## config.mk

```make
export PLATFORM = sky130hd
export DESIGN_NAME = wdo_watchdog_ocp_ctrl
export DESIGN_NICKNAME = d
export VERILOG_FILES = /design/src/rtl/wdo_pkg.sv /design/src/rtl/wdo_watchdog_ocp_ctrl.sv /design/src/rtl/wdo_ocp_shutdown.sv /design/src/rtl/wdo_downcounter.sv
export SDC_FILE = /design/constraint.sdc
export NUM_CORES = 1
export LEC_CHECK = 0
export BUFFER_PORTS_ARGS = -buffer_cell sky130_fd_sc_hd__buf_4
export CORE_UTILIZATION = 30
export CTS_CLUSTER_SIZE = 12
export DETAILED_ROUTE_END_ITERATION = 16
export SLEW_MARGIN = 20
export SYNTH_ARGS = -nofsm -noshare
export SYNTH_HDL_FRONTEND = slang
export SYNTH_HIERARCHICAL = 1
export SYNTH_SLANG_ARGS = --single-unit
```

## constraint.sdc

```tcl
create_clock -name mclk -period 2.2 [get_ports mclk]
set_input_delay 0.44 -clock mclk [delete_from_list [all_inputs] [get_ports mclk]]
set_output_delay 0.44 -clock mclk [all_outputs]
set_load 0.05 [all_outputs]
```

## src/rtl/wdo_pkg.sv

```systemverilog
/*
 Package for the watchdog and overcurrent shutdown control block: register
 offsets, field positions, reset values and state types.
 Assumes an 8-bit register port with 8-bit addresses.
*/
package wdo_pkg;
   localparam logic [7:0] WDO_ADDR_CTRL = 8'h1B;
   localparam logic [7:0] WDO_ADDR_PERIOD = 8'h1C;
   localparam logic [7:0] WDO_ADDR_SW_OCP = 8'h1D;
   localparam logic [7:0] WDO_ADDR_LIN_OCP = 8'h1E;
   localparam logic [7:0] WDO_RST_CTRL = 8'h00;
   localparam logic [7:0] WDO_RST_PERIOD = 8'h00;
   localparam logic [7:0] WDO_RST_SW_OCP = 8'h00;
   localparam logic [7:0] WDO_RST_LIN_OCP = 8'h00;
   localparam int WDO_BIT_ENABLE = 0;
   localparam int WDO_BIT_RELOAD = 1;
   localparam logic [7:0] WDO_MASK_CTRL = 8'h03;
   localparam logic [7:0] WDO_MASK_SW_OCP = 8'h7F;
   localparam logic [7:0] WDO_MASK_LIN_OCP = 8'h3F;
   localparam int WDO_SW_SOURCES = 7;
   localparam int WDO_LIN_SOURCES = 6;
   localparam int WDO_CNT_W = 9;
   localparam logic [8:0] WDO_CNT_ZERO = 9'h000;
   localparam logic [8:0] WDO_CNT_ONE = 9'h001;
   typedef enum logic [1:0] {WDO_IDLE, WDO_RUN, WDO_EXPIRED} wdo_state_t;
endpackage : wdo_pkg

```

## src/rtl/wdo_watchdog_ocp_ctrl.sv

```systemverilog
/*
 Top of the watchdog and overcurrent shutdown control block: four 8-bit
 registers, the watchdog downcounter and the overcurrent turn-off decision.
 Assumes a synchronous 8-bit register port (write strobe, read data next
 cycle), a one-second tick and a load-state level from logic on mclk.
*/
// Functional notes
// - Control bit 0 enables the watchdog and lets the downcounter run.
// - Writing 1 to control bit 1 reloads the counter and the bit clears itself; 0 does nothing.
// - The period is the field value plus one seconds, 1 s to 256 s.
// - The control register resets to zero, bits 7 to 2 reserved.
// - The period register returns to zero on entering the configuration-load state.
// - Overcurrent on a switcher output with its bit set turns the device off.
// - Overcurrent on a linear regulator with its bit set turns the device off.
// - The switcher shutdown register returns to zero in the configuration-load state.
// - The linear shutdown register returns to zero on entering the configuration-load state.
`timescale 1ns/1ps
module wdo_watchdog_ocp_ctrl (
   // Clock and reset
   input wire logic mclk,
   input wire logic rst_n,
   // Register port
   input wire logic regWrite,
   input wire logic regRead,
   input wire logic [7:0] regAddr,
   input wire logic [7:0] regWdata,
   output logic [7:0] regRdata,
   // System events
   input wire logic secTick,
   input wire logic loadState,
   input wire logic [6:0] switcherOcp,
   input wire logic [5:0] linearOcp,
   // Results
   output logic watchdogExpire,
   output logic ocpTurnOff
);
   ////////////////////////////////////////////////////////////////////////
   logic [7:0] ctrl_r;
   logic [7:0] ctrl_nxt;
   logic [7:0] period_r;
   logic [7:0] period_nxt;
   logic [7:0] swOcp_r;
   logic [7:0] swOcp_nxt;
   logic [7:0] linOcp_r;
   logic [7:0] linOcp_nxt;
   logic [7:0] rdata_r;
   logic [7:0] rdata_nxt;
   logic reloadPulse_r;
   logic reloadPulse_nxt;
   logic loadState_r;
   logic loadEntry;
   logic expireInt;
   logic turnOffInt;

   function automatic logic hit(input logic [7:0] addr, input logic [7:0] target);
      hit = (addr == target);
   endfunction : hit

   // Entry edge of the configuration-load state
   assign loadEntry = loadState & ~loadState_r;

   ////////////////////////////////////////////////////////////////////////
   // Register writes and defaults
   always_comb begin
      ctrl_nxt = ctrl_r;
      period_nxt = period_r;
      swOcp_nxt = swOcp_r;
      linOcp_nxt = linOcp_r;
      reloadPulse_nxt = 1'b0;
      // Reload bit is never stored and always reads back 0
      ctrl_nxt[wdo_pkg::WDO_BIT_RELOAD] = 1'b0;
      if (regWrite && hit(regAddr, wdo_pkg::WDO_ADDR_CTRL)) begin
         ctrl_nxt[wdo_pkg::WDO_BIT_ENABLE] = regWdata[wdo_pkg::WDO_BIT_ENABLE];
         if (regWdata[wdo_pkg::WDO_BIT_RELOAD]) begin
            reloadPulse_nxt = 1'b1;
         end
      end
      if (regWrite && hit(regAddr, wdo_pkg::WDO_ADDR_PERIOD)) begin
         period_nxt = regWdata;
      end
      if (regWrite && hit(regAddr, wdo_pkg::WDO_ADDR_SW_OCP)) begin
         swOcp_nxt = regWdata & wdo_pkg::WDO_MASK_SW_OCP;
      end
      if (regWrite && hit(regAddr, wdo_pkg::WDO_ADDR_LIN_OCP)) begin
         linOcp_nxt = regWdata & wdo_pkg::WDO_MASK_LIN_OCP;
      end
      if (loadEntry) begin
         period_nxt = wdo_pkg::WDO_RST_PERIOD;
         linOcp_nxt = wdo_pkg::WDO_RST_LIN_OCP;
      end
      if (loadState) begin
         swOcp_nxt = wdo_pkg::WDO_RST_SW_OCP;
      end
   end

   always_ff @(posedge mclk or negedge rst_n) begin
      if (!rst_n) begin
         ctrl_r <= wdo_pkg::WDO_RST_CTRL;
         period_r <= wdo_pkg::WDO_RST_PERIOD;
         swOcp_r <= wdo_pkg::WDO_RST_SW_OCP;
         linOcp_r <= wdo_pkg::WDO_RST_LIN_OCP;
         reloadPulse_r <= 1'b0;
         loadState_r <= 1'b0;
      end else begin
         ctrl_r <= ctrl_nxt;
         period_r <= period_nxt;
         swOcp_r <= swOcp_nxt;
         linOcp_r <= linOcp_nxt;
         reloadPulse_r <= reloadPulse_nxt;
         loadState_r <= loadState;
      end
   end

   ////////////////////////////////////////////////////////////////////////
   // Register read, one cycle after the strobe
   always_comb begin
      rdata_nxt = rdata_r;
      if (regRead) begin
         if (hit(regAddr, wdo_pkg::WDO_ADDR_CTRL)) begin
            rdata_nxt = ctrl_r & wdo_pkg::WDO_MASK_CTRL;
         end else if (hit(regAddr, wdo_pkg::WDO_ADDR_PERIOD)) begin
            rdata_nxt = period_r;
         end else if (hit(regAddr, wdo_pkg::WDO_ADDR_SW_OCP)) begin
            rdata_nxt = swOcp_r;
         end else if (hit(regAddr, wdo_pkg::WDO_ADDR_LIN_OCP)) begin
            rdata_nxt = linOcp_r;
         end else begin
            rdata_nxt = 8'h00;
         end
      end
   end

   always_ff @(posedge mclk or negedge rst_n) begin
      if (!rst_n) begin
         rdata_r <= 8'h00;
      end else begin
         rdata_r <= rdata_nxt;
      end
   end

   ////////////////////////////////////////////////////////////////////////
   wdo_downcounter u_counter (
      .mclk(mclk),
      .rst_n(rst_n),
      .enable(ctrl_r[wdo_pkg::WDO_BIT_ENABLE]),
      .reload(reloadPulse_r),
      .period(period_r),
      .secTick(secTick),
      .expire(expireInt),
      .count()
   );

   wdo_ocp_shutdown u_ocp (
      .mclk(mclk),
      .rst_n(rst_n),
      .switcherMask(swOcp_r[wdo_pkg::WDO_SW_SOURCES-1:0]),
      .linearMask(linOcp_r[wdo_pkg::WDO_LIN_SOURCES-1:0]),
      .switcherOcp(switcherOcp),
      .linearOcp(linearOcp),
      .turnOff(turnOffInt)
   );

   assign regRdata = rdata_r;
   assign watchdogExpire = expireInt;
   assign ocpTurnOff = turnOffInt;
endmodule : wdo_watchdog_ocp_ctrl

```

## src/rtl/wdo_ocp_shutdown.sv

```systemverilog
/*
 Overcurrent shutdown decision: one registered pulse-free level that asks
 the power-state logic to turn the device off.
 Assumes overcurrent flags are synchronous to mclk.
*/
`timescale 1ns/1ps
module wdo_ocp_shutdown (
   // Clock and reset
   input wire logic mclk,
   input wire logic rst_n,
   // Policy and events
   input wire logic [6:0] switcherMask,
   input wire logic [5:0] linearMask,
   input wire logic [6:0] switcherOcp,
   input wire logic [5:0] linearOcp,
   // Result
   output logic turnOff
);
   logic turnOff_r;
   logic turnOff_nxt;

   always_comb begin
      turnOff_nxt = (|(switcherMask & switcherOcp))
                    | (|(linearMask & linearOcp));
   end

   always_ff @(posedge mclk or negedge rst_n) begin
      if (!rst_n) begin
         turnOff_r <= 1'b0;
      end else begin
         turnOff_r <= turnOff_nxt;
      end
   end

   assign turnOff = turnOff_r;
endmodule : wdo_ocp_shutdown

```

## src/rtl/wdo_downcounter.sv

```systemverilog
/*
 Watchdog seconds downcounter with reload and single expiry pulse.
 Assumes secTick is a one-cycle pulse per second on mclk.
*/
`timescale 1ns/1ps
module wdo_downcounter (
   // Clock and reset
   input wire logic mclk,
   input wire logic rst_n,
   // Control
   input wire logic enable,
   input wire logic reload,
   input wire logic [7:0] period,
   input wire logic secTick,
   // Status
   output logic expire,
   output logic [8:0] count
);
   wdo_pkg::wdo_state_t state_r;
   wdo_pkg::wdo_state_t state_nxt;
   logic [8:0] count_r;
   logic [8:0] count_nxt;
   logic expire_r;
   logic expire_nxt;
   logic [8:0] loadVal;

   // Field value plus one seconds
   assign loadVal = {1'b0, period} + wdo_pkg::WDO_CNT_ONE;

   always_comb begin
      state_nxt = state_r;
      count_nxt = count_r;
      expire_nxt = 1'b0;
      case (state_r)
         wdo_pkg::WDO_IDLE: begin
            count_nxt = loadVal;
            if (enable) begin
               state_nxt = wdo_pkg::WDO_RUN;
            end
         end
         wdo_pkg::WDO_RUN: begin
            if (!enable) begin
               state_nxt = wdo_pkg::WDO_IDLE;
            end else if (reload) begin
               count_nxt = loadVal;
            end else if (secTick) begin
               count_nxt = count_r - wdo_pkg::WDO_CNT_ONE;
               if (count_r == wdo_pkg::WDO_CNT_ONE) begin
                  expire_nxt = 1'b1;
                  state_nxt = wdo_pkg::WDO_EXPIRED;
               end
            end
         end
         wdo_pkg::WDO_EXPIRED: begin
            // One event only; reload or disable rearms
            if (!enable) begin
               state_nxt = wdo_pkg::WDO_IDLE;
            end else if (reload) begin
               count_nxt = loadVal;
               state_nxt = wdo_pkg::WDO_RUN;
            end
         end
         default: begin
            state_nxt = wdo_pkg::WDO_IDLE;
         end
      endcase
   end

   always_ff @(posedge mclk or negedge rst_n) begin
      if (!rst_n) begin
         state_r <= wdo_pkg::WDO_IDLE;
         count_r <= wdo_pkg::WDO_CNT_ZERO;
         expire_r <= 1'b0;
      end else begin
         state_r <= state_nxt;
         count_r <= count_nxt;
         expire_r <= expire_nxt;
      end
   end

   assign expire = expire_r;
   assign count = count_r;
endmodule : wdo_downcounter

```

==> impl_metrics.toml, run 1 <==
[final_layout]
antenna_cells = 0
syn2layout_area_growth_pct = 21.6
nets = 336
fill_cells = 796
fin_util_pct = 38.3
drive_gt1_share_pct = 23.1

[synthesis]
synth_top_area_share_pct = 45.6
synth_compound_area_share_pct = 16.4
synth_area_leaders = "dfrtp_1 (46%), mux2i_1 (9.3%), nor2_1 (5.8%), a21oi_1 (2.8%), nand2_1 (2.3%)"
syn_area_per_cell_um2 = 9.88
synthAdderAreaFrac_pct = 1.52
synth.mux.area_fraction_pct = 10.2
synthMostInstantiatedCell = "dfrtp_1"
synth_edf_count = 0
yosys_warnings = 6
syn_nets = 288
syn_area_um2 = 2470
synth_top_area_cell = "dfrtp_1"
ys_seq_elements = 45
yosysUniqueCellTypes = 54
synth_xor_area_share_pct = 1.06
synthSimpleGateAreaFrac_pct = 20.9
synth_top_flop_cell = "dfrtp_1"
ys_seq_area_share_pct = 45.6
synth_common_cells = "dfrtp_1 (45), nor2_1 (38), mux2i_1 (23), nand2_1 (15), a21oi_1 (14)"
synthArstFlopShare_pct = 100
synth_cells = 250
synth_top_family_by_area = "simple AND/OR/NAND/NOR gates"

[setup_path]
r2r_setup_slack_ns = 0.31
cp-end-kind = "flop"
worst_setup_path_start_kind = "flop"
r2r-end = "u_counter/count[8]"
rr_startpoint = "u_counter/state_r[1]"
rr_worst_depth = 4
crit_arrival_ns = 2.08
crit_type = "flop to flop"
critPathRequiredTime_ns = 2.39
path_max_fanout = 19

[timing]
rsz0062_at_grt = "no"
finClkSkew_ns = 0.00403
period_share_pct = 85.9
tns_ns = 0
worstMarginPinSlew_ns = 0.702
setup_ws_ns = 0.310
final_hold_viol_count = 0
period_needed_ns = 1.89
hold_ws_ns = 0.136
fmax_mhz = 529
slew_headroom_pct = 53.2
maxSlewViolCount = 0
setup_viol = 0

[hold_path]
hold_class = "primary input to async pin"

[global_route]
antenna_found_initial = 0
grt-ovfl-total = 0
grt_pass1_vias = 1978
grt_pass1_wl_um = 10100
grt_max_degree = 46
grt_use_total_pct = 15.0

[power_and_ir_drop]
powerDensity_nw_per_um2 = 519
vdd_drop_max_mv = 0.201
leakage_uw = 0.00136
power_uw = 1560

[placement]
portBuffers = 44
gp_congestion = 0.797
dp_hpwl_um = 4590
dpl_worst_slack_ns = 0.104

[drt]
drtAntennaViolNets = 0
first_iter_violations = 129
wire_per_inst_um = 15.4
wirelength_um = 6180
viasPerCell = 5.17
drc = 0
vias = 2073
drtPass1Iterations = 5

[floorplanning]
fp.dieH_um = 92.8
die_w_um = 92.8
num_rows = 32
ios = 45
design.core.area_um2 = 7850
start_util_pct = 31.5
die_area_um2 = 8600

[cts]
clkLatencyLatePin_ns = 0.29
cts_max_path_buffers = 2
cts.reportedPaths.clkPinSlew_ns = 0.08
tritoncts = "built"
cts_max_level = 2
hold_buffers = 0
clock-sinks = 45
cts-root-buf = "clkbuf_8"
ctsResizeCount = 0
cts_made_buffers = 5
post_cts_buffers = 0

[job]
drv_cap = 0

[status]
status = "completed"
-- stage by stage --
stage / cells / cell area (um^2)
floorplan: 250 / 2470
global placement: 393 / 2920
detailed placement: 393 / 2920
CTS: 401 / 3000
global route: 401 / 3000
finish: 401 / 3000
-- per-layer routing --
layer	share of wire, %	track usage [%]	vias to the layer above
met5	0	0	-
met4	1.3	5.13	0
met3	5.7	2.79	7
met2	45	21.8	75
met1	48	22.1	983
li1	-	-	1008
-- flip-flops by register name (all words and copies together), names as in the netlist --
signal	count
u_counter/count	9
u_counter/expire	1
swOcp_r	7
period_r	8
reloadPulse_r	1
regRdata	8
u_counter/state_r	2
u_ocp/turnOff	1
linOcp_r	6
loadState_r	1
ctrl_r	1
-- cells by family after synthesis --
group / Yosys count
compound gates: 58
xor+xnor: 3
fa+ha+maj: 3
buf+inv: 21
flops: 45
mux: 25
simple gates: 95
-- final cells by class --
cell class	instances	area [um^2]	area share, %
multi-input cells	184	1240	41.2
flip-flops and latches	45	1130	37.5
repair buffers	53	398	13.2
well taps	102	128	4.25
clock buffers	8	80.1	2.67
inverters	9	33.8	1.12
-- worst max path at each step --
stage,start,end,slack (ns),cells past startpoint
after floorplan,regAddr[5],period_r[3],0.30,5
after global placement,regAddr[5],swOcp_r[5],0.15,6
after detailed placement,regAddr[5],regRdata[2],0.10,5
after CTS,u_counter/state_r[1],u_counter/count[8],0.30,4
after global routing,u_counter/state_r[1],u_counter/count[8],0.14,4
final,u_counter/state_r[1],u_counter/count[8],0.31,4
-- report_power, final --
group	switching, uW	total (uW)	internal [uW]
combinational	112	205	93.1
clock	269	495	226
sequential	17.4	859	841
-- placed cells by master, fill, tap and decap left out, types with 2 or more instances in the layout --
master	instances
nand3_1	7
a21oi_1	14
nor2b_1	3
ha_1	3
a22o_1	3
mux2_2	2
nor2_1	38
o21ai_0	11
nand4_1	3
and3_1	2
and2_1	3
o41ai_1	5
nor4_1	2
xor2_1	2
inv_1	9
o21a_1	3
a31oi_1	3
clkbuf_1	3
nor3b_1	5
a22oi_1	4
mux2i_1	23
buf_4	53
nor3_4	2
clkbuf_8	5
a32o_1	3
nor3_1	2
dfrtp_1	45
nand3b_1	2
nand2_1	15
-- worst max-delay path, cell delays in order, from the launching register on --
cell     delay, ns
dfrtp_1       0.47
and3b_1       0.24
a311o_1       0.57
o21ai_0       0.25
o22a_1        0.26
(Power assumes the default switching activity.)
==> inputs of run 2 (changes only) <==
PLACE_DENSITY = 0.46   (was unset)
==> impl_metrics.toml, run 2 (synthesized netlist as in run 1, its figures left out) <==
[setup_path]
cp_slowest_cell = "or4b_4"
cp_cell_sequence = "buf_4, or4b_4, nor3_2, a21oi_1, o41ai_1"
crit_arrival_ns = 2.00
path_max_fanout = 6
crit_type = "primary input to flop"
max_stage_delay_ns = 0.60
critPathRequiredTime_ns = 2.39
worst_setup_path_start_kind = "primary input"
cp-end-kind = "flop"

[floorplanning]
die_area_um2 = 8600
fp.dieH_um = 92.8
design.core.area_um2 = 7850
num_rows = 32
die_w_um = 92.8
ios = 45
start_util_pct = 31.5

[cts]
cts.reportedPaths.clkPinSlew_ns = 0.09
cts-root-buf = "clkbuf_8"
hold_buffers = 0
post_cts_buffers = 0
clkLatencyLatePin_ns = 0.30
ctsResizeCount = 0
tritoncts = "built"
cts_max_level = 2
cts_max_path_buffers = 2
clock-sinks = 45
cts_made_buffers = 5

[global_route]
use_met3_pct = 2.79
antenna_found_initial = 0
grt_pass1_wl_um = 10700
grt_pass1_vias = 2092
grt.met1_usage_pct = 23.5
grt-ovfl-total = 0
busiest_layer = "met2"
use_met2_pct = 24.3
grt_max_degree = 46
grt_use_total_pct = 16.1

[timing]
finClkSkew_ns = 0.0140
setup_viol = 0
rsz0062_at_grt = "no"
period_share_pct = 82.4
tns_ns = 0
maxSlewViolCount = 0
final_hold_viol_count = 0
fmax_mhz = 552
period_needed_ns = 1.81
slew_headroom_pct = 60.4
worstMarginPinSlew_ns = 0.594

[final_layout]
final_cell_mix = "buf_4 (53), dfrtp_1 (45), nor2_1 (38), mux2i_1 (23), nand2_1 (15)"
drive_gt1_share_pct = 24.0
largest_reg_flops = 9
fill_cells = 818
layout_commonest_cell = "buf_4"
syn2layout_area_growth_pct = 22.7
nets = 337
antenna_cells = 0
fin_cells = 402

[placement]
dp_hpwl_um = 4880
dp.cells = 394
gp_congestion = 0.795
portBuffers = 44

[drt]
drtAntennaViolNets = 0
drtPass1Iterations = 4
wire_per_inst_um = 16.0
viasPerCell = 5.20
first_iter_violations = 126
drc = 0
wirelength_um = 6450
vias = 2092

[job]
drv_cap = 0

[status]
status = "completed"

[hold_path]
hold_class = "primary input to async pin"

[power_and_ir_drop]
powerDensity_nw_per_um2 = 523
leakage_uw = 0.00136
vdd_drop_max_mv = 0.221
==> run 2: worst paths after layout <==
| path | from | end | slack [ns] | cells past startpoint |
|---|---|---|---|---|
| min in group mclk | loadState | loadState_r | 0.33 | 1 |
| max reg2reg | u_counter/state_r[1] | u_counter/count[3] | 0.43 | 5 |
| max in group asynchronous | rst_n | u_counter/count[0] | 1.65 | 1 |
| max | regAddr[5] | regRdata[2] | 0.39 | 5 |
| min reg2reg | regRdata[2] | regRdata[2] | 0.50 | 2 |
| min | rst_n | linOcp_r[3] | 0.13 | 1 |
==> run 2: layer usage <==
metal  routed length (um)  vias up
met5                    0        -
met4                   55        0
met2                 2830       46
met3                  253        5
li1                     -     1009
met1                 3310     1032
==> run 2: metrics by stage <==
stage | hold WS, ns | worst slack, ns | total power [uW] | util, % | area [um^2]
global placement | 0.478 | 0.164 | 1090 | 37.5 | 2940
global route | 0.172 | 0.288 | 1670 | 38.6 | 3030
floorplan | 0.144 | 0.295 | 973 | - | 2470
CTS | 0.160 | 0.412 | 1610 | 38.6 | 3030
finish | 0.130 | 0.387 | 1580 | 38.6 | 3030
detailed placement | 0.473 | 0.106 | 1080 | 37.5 | 2940
==> run 2: final cells by class <==
class	instances	area [um^2]	share of cell area, %
multi-input cells	184	1240	40.9
flip-flops and latches	45	1130	37.1
repair buffers	54	418	13.8
well taps	102	128	4.21
clock buffers	6	72.6	2.39
inverters	9	33.8	1.11
clock inverters	2	15.0	0.495
==> run 2: power by group <==
part / internal [uW] / leakage [uW] / switching (uW)
Combinational: 94.2 / 0.000708 / 113
Clock: 224 / 0.0000374 / 294
Sequential: 842 / 0.000619 / 17.5
Total: 1160 / 0.00136 / 424
==> run 2: critical path: cells and delay by family <==
family	cells	cell delay, ns
AO/OA/AOI/OAI	2	0.41
buffers and inverters	1	0.10
AND/OR/NAND/NOR	2	1.04
